--- config.mk ---
export PLATFORM = sky130hd
export DESIGN_NAME = tcc_top
export DESIGN_NICKNAME = d
export VERILOG_FILES = /design/src/tcc_pkg.sv /design/src/tcc_top.sv
export VERILOG_INCLUDE_DIRS = /design/src /design/src/src
export SDC_FILE = /design/constraint.sdc
export NUM_CORES = 1
export LEC_CHECK = 0
export ABC_AREA = 1
export BUFFER_PORTS_ARGS = -buffer_cell sky130_fd_sc_hd__buf_2
export CAP_MARGIN = 20
export CORE_AREA = 4 4 145 147
export DETAILED_ROUTE_END_ITERATION = 10
export DIE_AREA = 0 0 149 151
export PLACE_DENSITY = 0.73
export SYNTH_ARGS = -nofsm -noshare
export SYNTH_HDL_FRONTEND = slang
export SYNTH_SLANG_ARGS = --single-unit
--- constraint.sdc ---
create_clock -name ref_clk_i -period 4.5 [get_ports ref_clk_i]
set_clock_uncertainty 0.2 [all_clocks]
set_input_delay 0.675 -clock ref_clk_i [delete_from_list [all_inputs] [get_ports ref_clk_i]]
set_output_delay 0.675 -clock ref_clk_i [all_outputs]
set_load 0.05 [all_outputs]
--- src/tcc_consts.svh ---
// Register offsets, field positions and bus codes of the timer channel block
`ifndef TCC_CONSTS_SVH
`define TCC_CONSTS_SVH

`define TCC_MAP_BITS      6
`define TCC_GRP_MSB       5
`define TCC_GRP_LSB       4
`define TCC_CH_MSB        3
`define TCC_CH_LSB        2
`define TCC_GRP_CTRL      2'h0
`define TCC_GRP_VALH      2'h1
`define TCC_GRP_VALL      2'h2
`define TCC_GRP_DMA       2'h3
`define TCC_OFS_CTRL0     8'h00
`define TCC_OFS_VALH0     8'h10
`define TCC_OFS_VALL0     8'h20
`define TCC_OFS_DMA       8'h30
`define TCC_CTRL_RST      8'h00
`define TCC_DMA_RST       4'h0
`define TCC_FLAG_BIT      7
`define TCC_BYTE_W        8
`define TCC_RESP_OKAY     2'h0
`define TCC_RESP_SLVERR   2'h2
`define TCC_ELS_OFF       2'h0
`define TCC_ELS_TOGGLE    2'h1
`define TCC_ELS_CLEAR     2'h2
`define TCC_ELS_SET       2'h3
`define TCC_ELS_RISE      2'h1
`define TCC_ELS_FALL      2'h2

`endif

--- src/tcc_pkg.sv ---
// Types shared by the timer channel block
package tcc_pkg;

    typedef struct packed {
        logic       flag;       // channel_event_flag
        logic       irq_en;     // channel_irq_enable
        logic       buf_sel;    // buffered_mode_select
        logic       msa;        // mode_select_a
        logic [1:0] els;        // edge_level_high_bit, edge_level_low_bit
        logic       tov;        // overflow_toggle
        logic       max;        // full_duty_force
    } tcc_ctrl_s;

    typedef enum logic [1:0] {
        MODE_OFF,
        MODE_CAPTURE,
        MODE_COMPARE
    } tcc_mode_e;

endpackage : tcc_pkg

--- src/tcc_top.sv ---
// Four capture/compare/PWM channels of a 16-bit timer, AXI4-Lite registers
`timescale 1ns/10ps
`include "tcc_consts.svh"
// How it works
// CPU route: read control with flag set, then write 0 clears flag.
// Event arriving during that clear sequence keeps the flag set.
// Enable plus DMA route: any low-byte access clears the flag.
// Software keeps DMA route off for buffered channels.
// Writing 1 to flag does nothing; reset clears all control bits.
// Flag reads 1 after capture or match, else 0.
// Enable gates requests; route picks CPU or DMA outside buffered mode.
// Buffered bit lives on channels 0/2; disables partner, frees its pin.
// Buffered bit set enables buffered compare on the pair.
// Edge/level 00: mode bit A 1 presets pin low, 0 high.
// Edge/level nonzero: mode A picks capture/compare if pair unbuffered.
// Software stops and resets timer before changing mode bits.
// Edge/level 00 releases the pin to port control.
// Capture edge: 01 rising, 10 falling, 11 both.
// Match action: 01 toggle, 10 low, 11 high.
// Pin kept stable two clocks before capture is enabled.
// Overflow toggle bit toggles pin on overflow in compare modes.
// Overflow action beats a match in the same cycle.
// Full duty forces pin high one cycle late; flags keep setting.
// Capture latches counter value on the selected edge.
// Reading high byte blocks captures until low byte read.
// Software writes overwrite captures; idle value regs are storage.
// Matches blocked between high and low writes of active value.
// Buffered pair alternates; inactive low write swaps at overflow.
module tcc_top #(
    parameter int NUM_CH = 4,
    parameter int CNT_W  = 16,
    parameter int ADDR_W = 8
) (
    input  wire logic              ref_clk_i,           // 125 MHz clock
    input  wire logic              reset_n_i,           // Async reset
    input  wire logic [ADDR_W-1:0] s_axi_awaddr_i,      // Write address
    input  wire logic              s_axi_awvalid_i,     // Write addr valid
    output logic                   s_axi_awready_o,     // Write addr ready
    input  wire logic [31:0]       s_axi_wdata_i,       // Write data
    input  wire logic [3:0]        s_axi_wstrb_i,       // Byte enables
    input  wire logic              s_axi_wvalid_i,      // Write data valid
    output logic                   s_axi_wready_o,      // Write data ready
    output logic [1:0]             s_axi_bresp_o,       // Write response
    output logic                   s_axi_bvalid_o,      // Write resp valid
    input  wire logic              s_axi_bready_i,      // Write resp ready
    input  wire logic [ADDR_W-1:0] s_axi_araddr_i,      // Read address
    input  wire logic              s_axi_arvalid_i,     // Read addr valid
    output logic                   s_axi_arready_o,     // Read addr ready
    output logic [31:0]            s_axi_rdata_o,       // Read data
    output logic [1:0]             s_axi_rresp_o,       // Read response
    output logic                   s_axi_rvalid_o,      // Read data valid
    input  wire logic              s_axi_rready_i,      // Read data ready
    input  wire logic [CNT_W-1:0]  timer_count_value_i, // Shared counter
    input  wire logic              timer_ovf_i,         // Overflow pulse
    input  wire logic [NUM_CH-1:0] channel_pin_i,       // Pin level in
    output logic [NUM_CH-1:0]      channel_pin_o,       // Pin level out
    output logic [NUM_CH-1:0]      channel_pin_oe_o,    // Pin drive enable
    output logic [NUM_CH-1:0]      cpu_irq_o,           // CPU requests
    output logic [NUM_CH-1:0]      dma_req_o            // DMA requests
);

    if (NUM_CH != 4 || CNT_W != 16 || ADDR_W <= `TCC_MAP_BITS) begin : g_chk
        $error("tcc_top: needs 4 channels, 16-bit counter, address > 6");
    end

    // Bus slave
    logic              aw_rdy_r;
    logic              bvalid_r;
    logic [1:0]        bresp_r;
    logic              ar_rdy_r;
    logic              rvalid_r;
    logic [1:0]        rresp_r;
    logic [31:0]       rdata_r;
    logic              wr_fire;
    logic              rd_fire;
    logic [1:0]        wgrp;
    logic [1:0]        rgrp;
    logic [1:0]        wch;
    logic [1:0]        rch;
    logic              w_ok;
    logic              r_ok;
    logic [7:0]        wbyte;
    logic [31:0]       rd_mux;

    // Channel state
    tcc_pkg::tcc_ctrl_s ctrl_r [NUM_CH];
    logic [CNT_W-1:0]  val_r [NUM_CH];
    logic [NUM_CH-1:0] dma_r;
    logic [NUM_CH-1:0] hi_pend_r;
    logic [NUM_CH-1:0] cap_blk_r;
    logic [NUM_CH-1:0] clr_arm_r;
    logic [NUM_CH-1:0] out_r;
    logic [NUM_CH-1:0] filt_r;
    logic [1:0]        act_r;
    logic [1:0]        swap_arm_r;
    logic [NUM_CH-1:0] wr_ctrl;
    logic [NUM_CH-1:0] wr_hi;
    logic [NUM_CH-1:0] wr_lo;
    logic [NUM_CH-1:0] rd_ctrl;
    logic [NUM_CH-1:0] rd_hi;
    logic [NUM_CH-1:0] rd_lo;
    logic [NUM_CH-1:0] pbuf;
    logic [NUM_CH-1:0] ev;
    logic [NUM_CH-1:0] cap_ev;
    logic [NUM_CH-1:0] match;
    logic [NUM_CH-1:0] out_nxt;
    tcc_pkg::tcc_mode_e mode [NUM_CH];

    assign wr_fire = aw_rdy_r & s_axi_awvalid_i & s_axi_wvalid_i;
    assign rd_fire = ar_rdy_r & s_axi_arvalid_i;
    assign wgrp    = s_axi_awaddr_i[`TCC_GRP_MSB:`TCC_GRP_LSB];
    assign wch     = s_axi_awaddr_i[`TCC_CH_MSB:`TCC_CH_LSB];
    assign rgrp    = s_axi_araddr_i[`TCC_GRP_MSB:`TCC_GRP_LSB];
    assign rch     = s_axi_araddr_i[`TCC_CH_MSB:`TCC_CH_LSB];
    assign wbyte   = s_axi_wdata_i[`TCC_BYTE_W-1:0];
    assign w_ok    = s_axi_awaddr_i[1:0] == 2'h0
                   && s_axi_awaddr_i[ADDR_W-1:`TCC_MAP_BITS] == '0
                   && !(wgrp == `TCC_GRP_DMA && wch != 2'h0);
    assign r_ok    = s_axi_araddr_i[1:0] == 2'h0
                   && s_axi_araddr_i[ADDR_W-1:`TCC_MAP_BITS] == '0
                   && !(rgrp == `TCC_GRP_DMA && rch != 2'h0);

    // Both write channels are taken in one beat; simpler than two holds
    always_ff @(posedge ref_clk_i or negedge reset_n_i) begin
        if (!reset_n_i) begin
            aw_rdy_r <= 1'b0;
            bvalid_r <= 1'b0;
            bresp_r  <= `TCC_RESP_OKAY;
        end else begin
            aw_rdy_r <= !aw_rdy_r && !bvalid_r && s_axi_awvalid_i
                        && s_axi_wvalid_i;
            if (wr_fire) begin
                bvalid_r <= 1'b1;
                bresp_r  <= w_ok ? `TCC_RESP_OKAY : `TCC_RESP_SLVERR;
            end else if (s_axi_bready_i) begin
                bvalid_r <= 1'b0;
            end
        end
    end

    always_ff @(posedge ref_clk_i or negedge reset_n_i) begin
        if (!reset_n_i) begin
            ar_rdy_r <= 1'b0;
            rvalid_r <= 1'b0;
            rresp_r  <= `TCC_RESP_OKAY;
            rdata_r  <= '0;
        end else begin
            ar_rdy_r <= !ar_rdy_r && !rvalid_r && s_axi_arvalid_i;
            if (rd_fire) begin
                rvalid_r <= 1'b1;
                rresp_r  <= r_ok ? `TCC_RESP_OKAY : `TCC_RESP_SLVERR;
                rdata_r  <= r_ok ? rd_mux : '0;
            end else if (s_axi_rready_i) begin
                rvalid_r <= 1'b0;
            end
        end
    end

    always_comb begin
        rd_mux = '0;
        case (rgrp)
            `TCC_GRP_CTRL: rd_mux[7:0] = ctrl_r[rch];
            `TCC_GRP_VALH: rd_mux[7:0] = val_r[rch][CNT_W-1:`TCC_BYTE_W];
            `TCC_GRP_VALL: rd_mux[7:0] = val_r[rch][`TCC_BYTE_W-1:0];
            default:       rd_mux[NUM_CH-1:0] = dma_r;
        endcase
    end

    assign s_axi_awready_o = aw_rdy_r;
    assign s_axi_wready_o  = aw_rdy_r;
    assign s_axi_bvalid_o  = bvalid_r;
    assign s_axi_bresp_o   = bresp_r;
    assign s_axi_arready_o = ar_rdy_r;
    assign s_axi_rvalid_o  = rvalid_r;
    assign s_axi_rresp_o   = rresp_r;
    assign s_axi_rdata_o   = rdata_r;

    always_ff @(posedge ref_clk_i or negedge reset_n_i) begin
        if (!reset_n_i) begin
            dma_r <= `TCC_DMA_RST;
        end else if (wr_fire && w_ok && s_axi_wstrb_i[0]
                     && wgrp == `TCC_GRP_DMA) begin
            dma_r <= wbyte[NUM_CH-1:0];
        end
    end

    // Buffered pair: active value swaps only at a period boundary
    always_ff @(posedge ref_clk_i or negedge reset_n_i) begin
        if (!reset_n_i) begin
            act_r      <= 2'h0;
            swap_arm_r <= 2'h0;
        end else begin
            for (int p = 0; p < 2; p++) begin
                if (!pbuf[2*p]) begin
                    act_r[p]      <= 1'b0;
                    swap_arm_r[p] <= 1'b0;
                end else if (timer_ovf_i && swap_arm_r[p]) begin
                    act_r[p]      <= ~act_r[p];
                    swap_arm_r[p] <= 1'b0;
                end else if (wr_lo[2*p + {1'b0, ~act_r[p]}]) begin
                    swap_arm_r[p] <= 1'b1;
                end
            end
        end
    end

    for (genvar c = 0; c < NUM_CH; c++) begin : g_ch
        localparam int EVN = c - (c % 2);
        localparam int PR  = c / 2;
        logic [2:0]       sync_r;
        logic             edge_hit;
        logic [CNT_W-1:0] cmp_val;
        logic             inhibit;
        logic             clr_req;
        logic             irq_r;
        logic             dreq_r;
        logic             pin_r;
        logic             oe_r;

        wire w_sel = wr_fire && w_ok && s_axi_wstrb_i[0] && wch == c;
        wire r_sel = rd_fire && r_ok && rch == c;
        assign wr_ctrl[c] = w_sel && wgrp == `TCC_GRP_CTRL;
        assign wr_hi[c]   = w_sel && wgrp == `TCC_GRP_VALH;
        assign wr_lo[c]   = w_sel && wgrp == `TCC_GRP_VALL;
        assign rd_ctrl[c] = r_sel && rgrp == `TCC_GRP_CTRL;
        assign rd_hi[c]   = r_sel && rgrp == `TCC_GRP_VALH;
        assign rd_lo[c]   = r_sel && rgrp == `TCC_GRP_VALL;
        assign pbuf[c]    = ctrl_r[EVN].buf_sel;

        always_comb begin
            if (ctrl_r[c].els == `TCC_ELS_OFF
                || (c % 2 == 1 && pbuf[c])) begin
                mode[c] = tcc_pkg::MODE_OFF;
            end else if (pbuf[c] || ctrl_r[c].msa) begin
                mode[c] = tcc_pkg::MODE_COMPARE;
            end else begin
                mode[c] = tcc_pkg::MODE_CAPTURE;
            end
        end

        // Pin passes three flops; a level counts once stages 2 and 3 agree
        always_ff @(posedge ref_clk_i or negedge reset_n_i) begin
            if (!reset_n_i) begin
                sync_r    <= 3'h0;
                filt_r[c] <= 1'b0;
            end else begin
                sync_r <= {sync_r[1:0], channel_pin_i[c]};
                if (sync_r[1] == sync_r[2]) begin
                    filt_r[c] <= sync_r[2];
                end
            end
        end

        always_comb begin
            case (ctrl_r[c].els)
                `TCC_ELS_RISE: edge_hit = sync_r[2] && !filt_r[c];
                `TCC_ELS_FALL: edge_hit = !sync_r[2] && filt_r[c];
                default:       edge_hit = sync_r[2] != filt_r[c];
            endcase
        end

        assign cap_ev[c] = mode[c] == tcc_pkg::MODE_CAPTURE
                           && sync_r[1] == sync_r[2] && edge_hit
                           && !cap_blk_r[c];

        // Buffered even channel compares against the active pair member
        always_comb begin
            if (c % 2 == 0 && pbuf[c]) begin
                cmp_val = val_r[c + {31'h0, act_r[PR]}];
                inhibit = hi_pend_r[c + {31'h0, act_r[PR]}];
            end else begin
                cmp_val = val_r[c];
                inhibit = hi_pend_r[c];
            end
        end

        assign match[c] = mode[c] == tcc_pkg::MODE_COMPARE && !inhibit
                          && timer_count_value_i == cmp_val;
        assign ev[c]    = match[c] || cap_ev[c];

        assign clr_req = (wr_ctrl[c] && !wbyte[`TCC_FLAG_BIT]
                          && clr_arm_r[c])
                       || ((wr_lo[c] || rd_lo[c]) && ctrl_r[c].irq_en
                          && dma_r[c]);

        always_ff @(posedge ref_clk_i or negedge reset_n_i) begin
            if (!reset_n_i) begin
                ctrl_r[c] <= `TCC_CTRL_RST;
            end else begin
                if (wr_ctrl[c]) begin
                    ctrl_r[c].irq_en  <= wbyte[6];
                    ctrl_r[c].buf_sel <= (c % 2 == 0) && wbyte[5];
                    ctrl_r[c].msa     <= wbyte[4];
                    ctrl_r[c].els     <= wbyte[3:2];
                    ctrl_r[c].tov     <= wbyte[1];
                    ctrl_r[c].max     <= wbyte[0];
                end
                // Set wins over clear; writing 1 never sets
                if (ev[c]) begin
                    ctrl_r[c].flag <= 1'b1;
                end else if (clr_req || (c % 2 == 1 && pbuf[c])) begin
                    ctrl_r[c].flag <= 1'b0;
                end
            end
        end

        always_ff @(posedge ref_clk_i or negedge reset_n_i) begin
            if (!reset_n_i) begin
                clr_arm_r[c] <= 1'b0;
            end else if (ev[c] || wr_ctrl[c]) begin
                clr_arm_r[c] <= 1'b0;
            end else if (rd_ctrl[c] && ctrl_r[c].flag) begin
                clr_arm_r[c] <= 1'b1;
            end
        end

        // Value holds no reset: its content is undefined until written or loaded by a capture
        always_ff @(posedge ref_clk_i) begin
            if (wr_hi[c]) begin
                val_r[c][CNT_W-1:`TCC_BYTE_W] <= wbyte;
            end else if (wr_lo[c]) begin
                val_r[c][`TCC_BYTE_W-1:0] <= wbyte;
            end else if (cap_ev[c]) begin
                val_r[c] <= timer_count_value_i;
            end
        end

        always_ff @(posedge ref_clk_i or negedge reset_n_i) begin
            if (!reset_n_i) begin
                hi_pend_r[c] <= 1'b0;
                cap_blk_r[c] <= 1'b0;
            end else begin
                if (wr_hi[c]) begin
                    hi_pend_r[c] <= 1'b1;
                end else if (wr_lo[c]) begin
                    hi_pend_r[c] <= 1'b0;
                end
                if (rd_lo[c] || mode[c] != tcc_pkg::MODE_CAPTURE) begin
                    cap_blk_r[c] <= 1'b0;
                end else if (rd_hi[c]) begin
                    cap_blk_r[c] <= 1'b1;
                end
            end
        end

        always_comb begin
            out_nxt[c] = out_r[c];
            if (ctrl_r[c].els == `TCC_ELS_OFF) begin
                out_nxt[c] = !ctrl_r[c].msa;
            end else if (mode[c] == tcc_pkg::MODE_COMPARE) begin
                if (timer_ovf_i && ctrl_r[c].tov) begin
                    out_nxt[c] = !out_r[c];
                end else if (match[c]) begin
                    case (ctrl_r[c].els)
                        `TCC_ELS_TOGGLE: out_nxt[c] = !out_r[c];
                        `TCC_ELS_CLEAR:  out_nxt[c] = 1'b0;
                        default:         out_nxt[c] = 1'b1;
                    endcase
                end
            end
        end

        always_ff @(posedge ref_clk_i or negedge reset_n_i) begin
            if (!reset_n_i) begin
                out_r[c] <= 1'b0;
                pin_r    <= 1'b0;
                oe_r     <= 1'b0;
                irq_r    <= 1'b0;
                dreq_r   <= 1'b0;
            end else begin
                out_r[c] <= out_nxt[c];
                pin_r    <= ctrl_r[c].max ? 1'b1 : out_r[c];
                oe_r     <= mode[c] == tcc_pkg::MODE_COMPARE;
                // Buffered channels always go to the CPU
                irq_r  <= ctrl_r[c].flag && ctrl_r[c].irq_en
                          && (!dma_r[c] || pbuf[c]);
                dreq_r <= ctrl_r[c].flag && ctrl_r[c].irq_en
                          && dma_r[c] && !pbuf[c];
            end
        end

        assign channel_pin_o[c]    = pin_r;
        assign channel_pin_oe_o[c] = oe_r;
        assign cpu_irq_o[c]        = irq_r;
        assign dma_req_o[c]        = dreq_r;

        flag_set_a: assert property (
            @(posedge ref_clk_i) disable iff (!reset_n_i)
            ev[c] |=> ctrl_r[c].flag)
            else $error("flag lost after channel event");
        flag_wone_a: assert property (
            @(posedge ref_clk_i) disable iff (!reset_n_i)
            !ctrl_r[c].flag && !ev[c] |=> !ctrl_r[c].flag)
            else $error("flag set without an event");
        dma_clear_a: assert property (
            @(posedge ref_clk_i) disable iff (!reset_n_i)
            rd_lo[c] && ctrl_r[c].irq_en && dma_r[c] && !ev[c]
            |=> !ctrl_r[c].flag)
            else $error("low byte access did not clear flag");
        irq_gate_a: assert property (
            @(posedge ref_clk_i) disable iff (!reset_n_i)
            !ctrl_r[c].irq_en |=> !cpu_irq_o[c] && !dma_req_o[c])
            else $error("request while channel disabled");
        pin_release_a: assert property (
            @(posedge ref_clk_i) disable iff (!reset_n_i)
            ctrl_r[c].els == `TCC_ELS_OFF |=> !channel_pin_oe_o[c])
            else $error("pin driven with edge/level off");
        cap_latch_a: assert property (
            @(posedge ref_clk_i) disable iff (!reset_n_i)
            cap_ev[c] && !wr_hi[c] && !wr_lo[c]
            |=> val_r[c] == $past(timer_count_value_i))
            else $error("capture did not latch counter");
        ovf_first_a: assert property (
            @(posedge ref_clk_i) disable iff (!reset_n_i)
            mode[c] == tcc_pkg::MODE_COMPARE && timer_ovf_i
            && ctrl_r[c].tov && ctrl_r[c].els != `TCC_ELS_OFF
            |=> out_r[c] != $past(out_r[c]))
            else $error("overflow toggle lost to match");
        full_duty_a: assert property (
            @(posedge ref_clk_i) disable iff (!reset_n_i)
            ctrl_r[c].max |=> channel_pin_o[c])
            else $error("full duty did not force pin high");
        if (c % 2 == 1) begin : g_odd
            odd_off_a: assert property (
                @(posedge ref_clk_i) disable iff (!reset_n_i)
                pbuf[c] |=> !channel_pin_oe_o[c] && !ctrl_r[c].flag
                            || ev[c])
                else $error("partner active while pair buffered");
        end
    end

endmodule : tcc_top

==> After elaboration in Yosys (flattened, before gate mapping) <==
Memory sizes are Yosys's and may differ from the RTL's.
Index checks and enable logic that the tools add are counted.
{ "word_totals": {"register_bits": 126, "latchBits": 0, "mem_bits_rw": 64, "rom_bits": 0, "elab_cells": 524, "memories": 1} }
{ "mem_list": {"columns": ["name", "depth", "width", "read_ports", "rd_clocked_by_memory_dff", "write_ports", "line", "rtl"], "rows": [
  ["val_r", 4, 16, 7, 0, 4, "tcc_top.sv:87", "logic [CNT_W-1:0] val_r [NUM_CH];"]
]} }
{ "classes": {"add_sub_neg": 2, "multipliers": 0, "n_div": 0, "magnitude_cmp": 5, "eq_ne": 48, "shifts": 0, "mux": 146, "bitwise": 14, "n_reduce_logical": 230} }
{ "op_table": {"columns": ["op", "n"], "rows": [
  ["logical AND 1 bit", 117],
  ["two-way mux 1 bit", 110],
  ["two-way mux 8 bit", 11],
  ["== test 16 bit", 4],
  ["nonzero test 2 bit", 24],
  ["logical NOT 1 bit", 37],
  ["== test 2 bit (second input constant)", 16],
  ["logical OR 1 bit", 32],
  ["two-way mux 16 bit", 2],
  ["== test 2 x 1 -> 1 bit (second input constant)", 12],
  ["logical NOT 2 bit", 12],
  ["one-hot mux 4 bit (3 select lines)", 2],
  ["two-way mux 2 bit", 10],
  ["binary-select mux 8 bit (select 2 bit)", 1],
  ["one-hot mux 1 bit (2 select lines)", 8],
  ["inequality test 2 x 1 -> 1 bit (second input constant)", 6],
  ["nonzero test 3 bit", 4],
  ["OR 1 bit", 8],
  ["AND reduction 2 bit", 4],
  ["adder 2 x 1 -> 3 bit (first input constant)", 2],
  ["less-than comparator 1 x 3 -> 1 bit (second input constant)", 2],
  ["less-than comparator 3 bit (second input constant)", 2],
  ["inequality test 3 x 1 -> 1 bit (second input constant)", 2],
  ["binary-select mux 1 bit (select 2 bit)", 2],
  ["6 further kinds", 15]
]} }

==> Longest topological paths before layout <==
Gate-level depths: netlist of the first run.
{ "depth": {"word_depth": 15, "depth_mapped": 15} }

==> Least setup slack after synthesis of the first run <==
Ideal clock, no wire load.
{ "synth_timing": {"kind": "register to register", "startpoint": "register ctrl_r[18] (netlist name)", "endpoint": "memory val_r[1][10], enable pin", "setup_time_ns": 0.384, "t_arrival_ns": 1.969, "required_time_ns": 3.916, "slack_ns": 1.947, "path_stages_with_launch": 10, "path_cell_list": "dfrtp_1 -> inv_1 -> ha_1 -> inv_1 -> nand2_1 -> nor3_1 -> nand2_1 -> nor3_2 -> inv_1 -> o21ai_0"} }
{ "synth_rtl": {"columns": ["element", "line", "rtl"], "rows": [
  ["start: declaration", "tcc_top.sv:86", "tcc_pkg::tcc_ctrl_s ctrl_r [NUM_CH];"],
  ["start signal: indexed assignment", "tcc_top.sv:288", "ctrl_r[c] <= `TCC_CTRL_RST;"],
  ["end: declaration", "tcc_top.sv:87", null]
]} }

==> run_results.csv, run 1 <==
group,metric,value,unit
grt,grtUsageTotal,27.7,%
cts,post_cts_buffers,0,
grt,grt_max_degree,45,
cts,cts_tree,"built",
sta,fin_crit,3.25,ns
yosys,synth_top_area_cell,"dfrtp_1",
sta,setup_ws,1.25,ns
layout,final_cells,1591,
grt,grt_antenna_before_repair,1,
sta,timing.fmax,307,MHz
die,rows,52,
yosys,synth_cells,1244,
die,initial_core_util,49.1,%
routing,top_layer_used,"met5",
placed_design,portBuffers,83,
critical_path,crit_fanout,25,
critical_path,cp.required,4.38,ns
job,cap_violations,0,
routing,wl_met2,13.9,mm
cts,htree_num_levels,4,
cts,cts_buffer_depth,2,
routing,wirelength,31.1,mm
placed_design,hpwlAfterDp,23.3,mm
yosys,synthDistinctLibCells,50,
sta,hold_violations,0,
routing,dr_wl_met3,3.29,mm
sta,worst_pin_slew,0.875,ns
grt,grt_pass1_vias,8313,
yosys,netlist_area,9780,sq um
worst_hold_path,holdPathStages,1,
yosys,synth-warning-count,0,
cts,ctsResizeCount,0,
routing,drtAntennaViolNets,0,
yosys,ys_ff_latch,164,
placed_design,gp_congestion,1.02,
power_and_ir_drop,p_per_area,318,nW/um^2
routing,post_drt_via_cell_ratio,5.66,
cts,clkLatencyLatePin,0.44,ns
power_and_ir_drop,leakage,5.20,nW
routing,wl_met1,12.1,mm
sta,slew_headroom,41.7,%
sta,rsz0062_at_grt,"false",
sta,min_period_over_period,72.3,%
cts,cts.clk_slew.worst_paths,0.07,ns
cts,clkSinkCount,164,
layout,n_antenna_cell,0,
die,core,19900,sq um
power_and_ir_drop,ir_worst_vdd,0.272,mV
sta,drv_slew,0,
die,fp.dieH,151,microns
yosys,async_flop_share,61.0,%
cts,cts_buffers,17,
placed_design,dp_slack,1.31,ns
layout,area_delta_synth_final,10.2,%
routing,drc,0,
die,ios,137,
routing,wl_per_cell,19.6,microns
yosys,synth_edf_count,64,
yosys,synthFlopType,"dfrtp_1",
routing,num_vias,9006,
critical_path,critPathKind,"register to register",
yosys,synthDominantCellAreaShare,25.6,%
layout,layout_commonest_cell,"nand2_1",
critical_path,rrSetupSlack,1.25,ns
placed_design,place_inst,1557,
layout,drive_gt1_share,12.0,%
critical_path,critPathLaunchType,"register",
die,dieArea,22500,sq um
cts,cts_root_buf,"clkbuf_16",
grt,grt_pass1_wl,46.5,mm
layout,nNetsFinal,1408,
critical_path,r2r_cells,7,
worst_hold_path,hp-class,"primary input to register",
cts,cts_hold_buf,1,
routing,dr.pass1.iters,6,
die,die_w,149,microns
layout,final_cell_mix,"nand2_1 (345), inv_1 (137), o21ai_0 (119)",
critical_path,end_kind,"register",
routing,dr.first_iter.drc_count,951,
status,outcome,"completed",
yosys,syn_avg_cell_area,7.86,sq um
layout,fillers,1918,
sta,finalSetupTns,0,ns
critical_path,cp.arrival,3.13,ns
sta,setup_viol,0,
yosys,synth.top_cells.by_area,"dfrtp_1 (26%), edfxtp_1 (20%), nand2_1 (13%)",
yosys,synth_seq_area_share,45.2,%
grt,grt_overflow,0,
-- where the power goes --
| group | total [mW] | internal [mW] | leakage (nW) | switching, mW |
|---|---|---|---|---|
| Sequential | 1.59 | 1.58 | 1.84 | 0.0157 |
| Clock | 1.47 | 0.814 | 0.281 | 0.656 |
| Combinational | 0.368 | 0.0858 | 3.07 | 0.283 |
-- critical path, cell delays in order (launching register included) --
cell and delay [ns]:
dfrtp_1 0.70, inv_1 0.36, nand2_1 0.08, nor2_1 0.14, o211ai_1 0.11, nor3_1 0.30
nand3_2 0.44, nand2_1 0.55
-- state kept, by name (all words and copies together) (netlist names), 4 cells and up --
signal / count
cap_blk_r: 4
clr_arm_r: 4
ctrl_r: 30
dma_r: 4
filt_r: 4
g_ch.dreq_r: 4
g_ch.irq_r: 4
g_ch.oe_r: 4
g_ch.pin_r: 4
g_ch.sync_r: 12
out_r: 4
s_axi_rdata_o: 8
val_r: 64
-- per-stage QoR --
stage	power [mW]	instance area (sq um)	hold WS, ns	utilization [%]
detailed placement	1.98	10200	0.135	51.2
CTS	3.42	10800	0.130	54.1
finish	3.43	10800	0.133	54.2
global placement	1.98	10200	0.133	51.2
global route	3.53	10800	0.136	54.2
floorplan	1.86	9880	0.131	-
-- final cells by class --
cell class              count  area (sq um)  share of cell area [%]
clock buffers              20           467                    4.33
clock inverters            12           115                    1.07
inverters                 145           546                    5.06
multi-input cells         884          4380                    40.6
flip-flops and latches    164          4420                    41.0
well taps                 270           338                    3.13
repair buffers             96           518                    4.80
-- cell usage after synthesis, types with 12 or more instances --
master	count
o21ai_1	22
inv_1	137
edfxtp_1	64
nand2_1	345
a21oi_1	34
ha_1	20
buf_4	47
o21ai_0	120
nor2_1	87
nand3_1	86
dfrtp_1	100
nor3_1	17
o22ai_1	16
a22oi_1	12
-- logic make-up (layout without fill, tap and decap cells) --
logic type               after synthesis  after routing  synth area share, %
adder cells (fa/ha/maj)               20             20                 2.56
flip-flops                           164            164                 45.2
AO/OA/AOI/OAI                        243            243                 14.1
multiplexers                           4              4                0.422
XOR/XNOR                              17             17                 1.52
buffers and inverters                221            273                 11.0
other                                  1             26               0.0383
AND/OR/NAND/NOR                      574            574                 25.1
-- final timing paths --
path	to	from
max in group asynchronous	hi_pend_r[0]	reset_n_i
max	val_r[3][1]	ctrl_r[13]
min in group asynchronous	g_ch[3].sync_r[2]	reset_n_i
min reg2reg	g_ch[3].sync_r[1]	g_ch[3].sync_r[0]
max reg2reg	val_r[3][1]	ctrl_r[13]
min	g_ch[0].sync_r[0]	channel_pin_i[0]
-- per-layer routing --
layer,track usage [%],vias up
met5,0,-
met2,43.4,546
met3,6.73,107
li1,-,4190
met1,35.4,4161
met4,15.4,2
Power figures use the tool's default switching activity.
==> run 2: changes to the inputs <==
--- a/config.mk
+++ b/config.mk
@@ -6,13 +6,13 @@
 export SDC_FILE = /design/constraint.sdc
 export NUM_CORES = 1
 export LEC_CHECK = 0
-export ABC_AREA = 1
+export ABC_AREA = 0
 export BUFFER_PORTS_ARGS = -buffer_cell sky130_fd_sc_hd__buf_2
 export CAP_MARGIN = 20
-export CORE_AREA = 4 4 145 147
+export CORE_AREA = 4 4 144 146
 export DETAILED_ROUTE_END_ITERATION = 10
-export DIE_AREA = 0 0 149 151
-export PLACE_DENSITY = 0.73
+export DIE_AREA = 0 0 148 150
+export PLACE_DENSITY = 0.76
 export SYNTH_ARGS = -nofsm -noshare
 export SYNTH_HDL_FRONTEND = slang
 export SYNTH_SLANG_ARGS = --single-unit
==> constraint.sdc (replaced) <==
create_clock -name ref_clk_i -period 2.7 [get_ports ref_clk_i]
set_clock_uncertainty 0.2 [all_clocks]
set_input_delay 0.405 -clock ref_clk_i [delete_from_list [all_inputs] [get_ports ref_clk_i]]
set_output_delay 0.405 -clock ref_clk_i [all_outputs]
set_load 0.05 [all_outputs]
==> run 2 against run 1 <==
Compared with the run above:
- critical path depth up 1
- clock power is 65% higher
- utilization rose by 3.0 points
- highest routed layer is now met4
==> run_results.csv, run 2 <==
group,metric,value,unit
yosys,synthDominantCellAreaShare,26.1,%
layout,layout_commonest_cell,"dfrtp_1",
layout,multi_input_area,4580,sq um
placed_design,dpl_cell_area,10400,sq um
sta,fin_crit,2.65,ns
worst_hold_path,hp-class,"primary input to register",
critical_path,cp.required,2.68,ns
routing,num_vias,7156,
layout,area_delta_synth_final,15.7,%
routing,wl_per_cell,21.3,microns
yosys,yosys-top-cells-count,"dfrtp_1 (100), edfxtp_1 (64), mux2_2 (61), a21oi_1 (47), nand2_1 (47)",
power_and_ir_drop,total_power,5.73,mW
grt,grt_max_degree,48,
die,core,19400,sq um
critical_path,critPathLaunchType,"primary input",
yosys,ys_ff_latch,164,
cts,clkSinkCount,164,
sta,setup_ws,0.0535,ns
layout,largestRegisters,"val_r: 64 flops, ctrl_r: 30 flops, g_ch.sync_r: 12 flops",
die,fp.dieH,150,microns
grt,grt_antenna_before_repair,0,
die,initial_core_util,49.4,%
sta,rsz0062_at_grt,"false",
placed_design,gp_congestion,0.939,
die,rows,51,
layout,largest_reg_flops,64,
critical_path,critPathKind,"primary input to register",
yosys,async_flop_share,61.0,%
yosys,synth-warning-count,0,
cts,cts_tree,"built",
cts,cts_root_buf,"clkbuf_16",
routing,drtAntennaViolNets,0,
placed_design,hpwlAfterDp,18.9,mm
yosys,synth_edf_count,64,
yosys,synth_cells,851,
routing,post_drt_via_cell_ratio,5.85,
grt,grt_pass1_vias,7067,
routing,drc,0,
job,cap_violations,0,
power_and_ir_drop,p_per_area,517,nW/um^2
critical_path,end_kind,"register",
yosys,syn_avg_cell_area,11.3,sq um
status,outcome,"completed",
yosys,netlist_area,9580,sq um
cts,clkLatencyLatePin,0.44,ns
layout,n_antenna_cell,0,
layout,ff_latch_area,4430,sq um
placed_design,place_inst,1182,
sta,setup_viol,0,
grt,grt_pass1_wl,39.8,mm
grt,grt_overflow,0,
die,dieArea,22200,sq um
layout,nNetsFinal,1045,
die,ios,137,
power_and_ir_drop,ir_worst_vdd,0.421,mV
sta,hold_violations,0,
cts,post_cts_buffers,0,
critical_path,cp.arrival,2.63,ns
layout,regMostFlops,"val_r",
layout,drive_gt1_share,30.6,%
routing,dr.first_iter.drc_count,630,
cts,cts.clk_slew.worst_paths,0.06,ns
layout,final_cells,1223,
yosys,synthDistinctLibCells,58,
sta,slew_headroom,56.2,%
yosys,synth_top_area_cell,"dfrtp_1",
cts,cts_buffer_depth,2,
die,die_w,148,microns
layout,fin_area,11100,sq um
yosys,synth_seq_area_share,46.2,%
sta,min_period_over_period,98.0,%
routing,dr.pass1.iters,5,
yosys,synth.top_cells.by_area,"dfrtp_1 (26%), edfxtp_1 (20%), mux2_2 (7.2%)",
yosys,synthFlopType,"dfrtp_1",
layout,final_cell_mix,"dfrtp_1 (99), buf_2 (82), edfxtp_1 (64)",
sta,drv_slew,0,
power_and_ir_drop,leakage,4.63,nW
routing,wirelength,26.0,mm
yosys,yosysMostFrequentCell,"dfrtp_1",
sta,worst_pin_slew,0.657,ns
placed_design,portBuffers,83,
cts,cts_buffers,17,
critical_path,crit_fanout,19,
grt,grtUsageTotal,23.8,%
sta,timing.fmax,378,MHz
cts,htree_num_levels,4,
layout,fillers,1601,
placed_design,dp_slack,-0.0480,ns
run 2: changes by cell type in the layout (fill, tap and decap cells not counted), sizes merged, moves of 23 or more:
cell | previous run | this run
nor2 | 92 | 29
mux2 | 1 | 78
o21ai | 144 | 48
nand2 | 351 | 47
buf | 95 | 139
mux4 | 0 | 23
nand3 | 89 | 12
xnor2 | 8 | 36
inv | 146 | 43
run 2: path summary, 6_finish.rpt:
kind                                    from                 to  slack [ns]  cells after the start
min                          s_axi_arvalid_i    s_axi_arready_o        0.06                      2
max                          s_axi_awvalid_i        val_r[2][6]        0.05                      8
max reg2reg                         act_r[1]           out_r[2]        0.15                      8
max in group asynchronous          reset_n_i           act_r[0]        1.33                      3
min reg2reg                g_ch[1].sync_r[0]  g_ch[1].sync_r[1]        0.15                      0
min in group asynchronous          reset_n_i  g_ch[2].sync_r[0]        0.33                      2
run 2: cells by family after synthesis:
| logic type | count (synthesis) | synth area share [%] |
|---|---|---|
| simple gates | 193 | 10.8 |
| flops | 164 | 46.2 |
| compound gates | 150 | 9.67 |
| buf+inv | 137 | 7.55 |
| mux | 118 | 16.9 |
| xor+xnor | 64 | 5.85 |
| fa+ha+maj | 24 | 3.03 |
| other cells | 1 | 0.0391 |
run 2: through the flow:
stage | utilization, % | setup TNS (ns) | hold WS, ns
after global placement | 53.4 | -0.00507 | 0.134
after floorplan | - | -1.15 | -0.0906
after global routing | 57.1 | 0 | 0.0520
after detailed placement | 53.4 | -0.928 | 0.136
after CTS | 57.0 | 0 | 0.0428
final | 57.1 | 0 | 0.0564
run 2: area by class of cell:
cell class	instances	area share [%]
Sequential cell	164	39.9
Tap cell	265	2.99
Timing Repair Buffer	148	9.05
Inverter	39	1.32
Clock buffer	18	4.06
Clock inverter	14	1.31
Multi-Input combinational cell	575	41.3
run 2: power by group:
| part | switching (mW) | internal (mW) | total [mW] |
|---|---|---|---|
| logic | 0.426 | 0.212 | 0.638 |
| clock network | 1.08 | 1.35 | 2.43 |
| registers | 0.0290 | 2.63 | 2.66 |
| total | 1.54 | 4.19 | 5.73 |
run 2: per-layer routing:
metal  vias up  GRT usage (%)  part of all wire (%)
met5         -              0                     0
met4         0           11.8                   4.5
met3        74           6.30                   9.2
met2       363           37.0                    46
met1      3517           30.9                    40
li1       3202              -                     -
run 2: what timing repair did:
item                                   4_1_cts  5_1_grt
endpoints found under the hold margin       52        0
resized for setup                            1        7
setup endpoints to repair                    1       49
pin swaps                                    0        1
cloned                                       0        0
hold buffers                                 9        0
run 2: critical path, stage by stage:
cell and delay, ns:
dlygate4sd3_1 0.52, buf_2 0.12, nand3_2 0.10, nand2b_4 0.20
or4_4 0.58, o21ai_4 0.17, buf_12 0.18, mux2_2 0.35
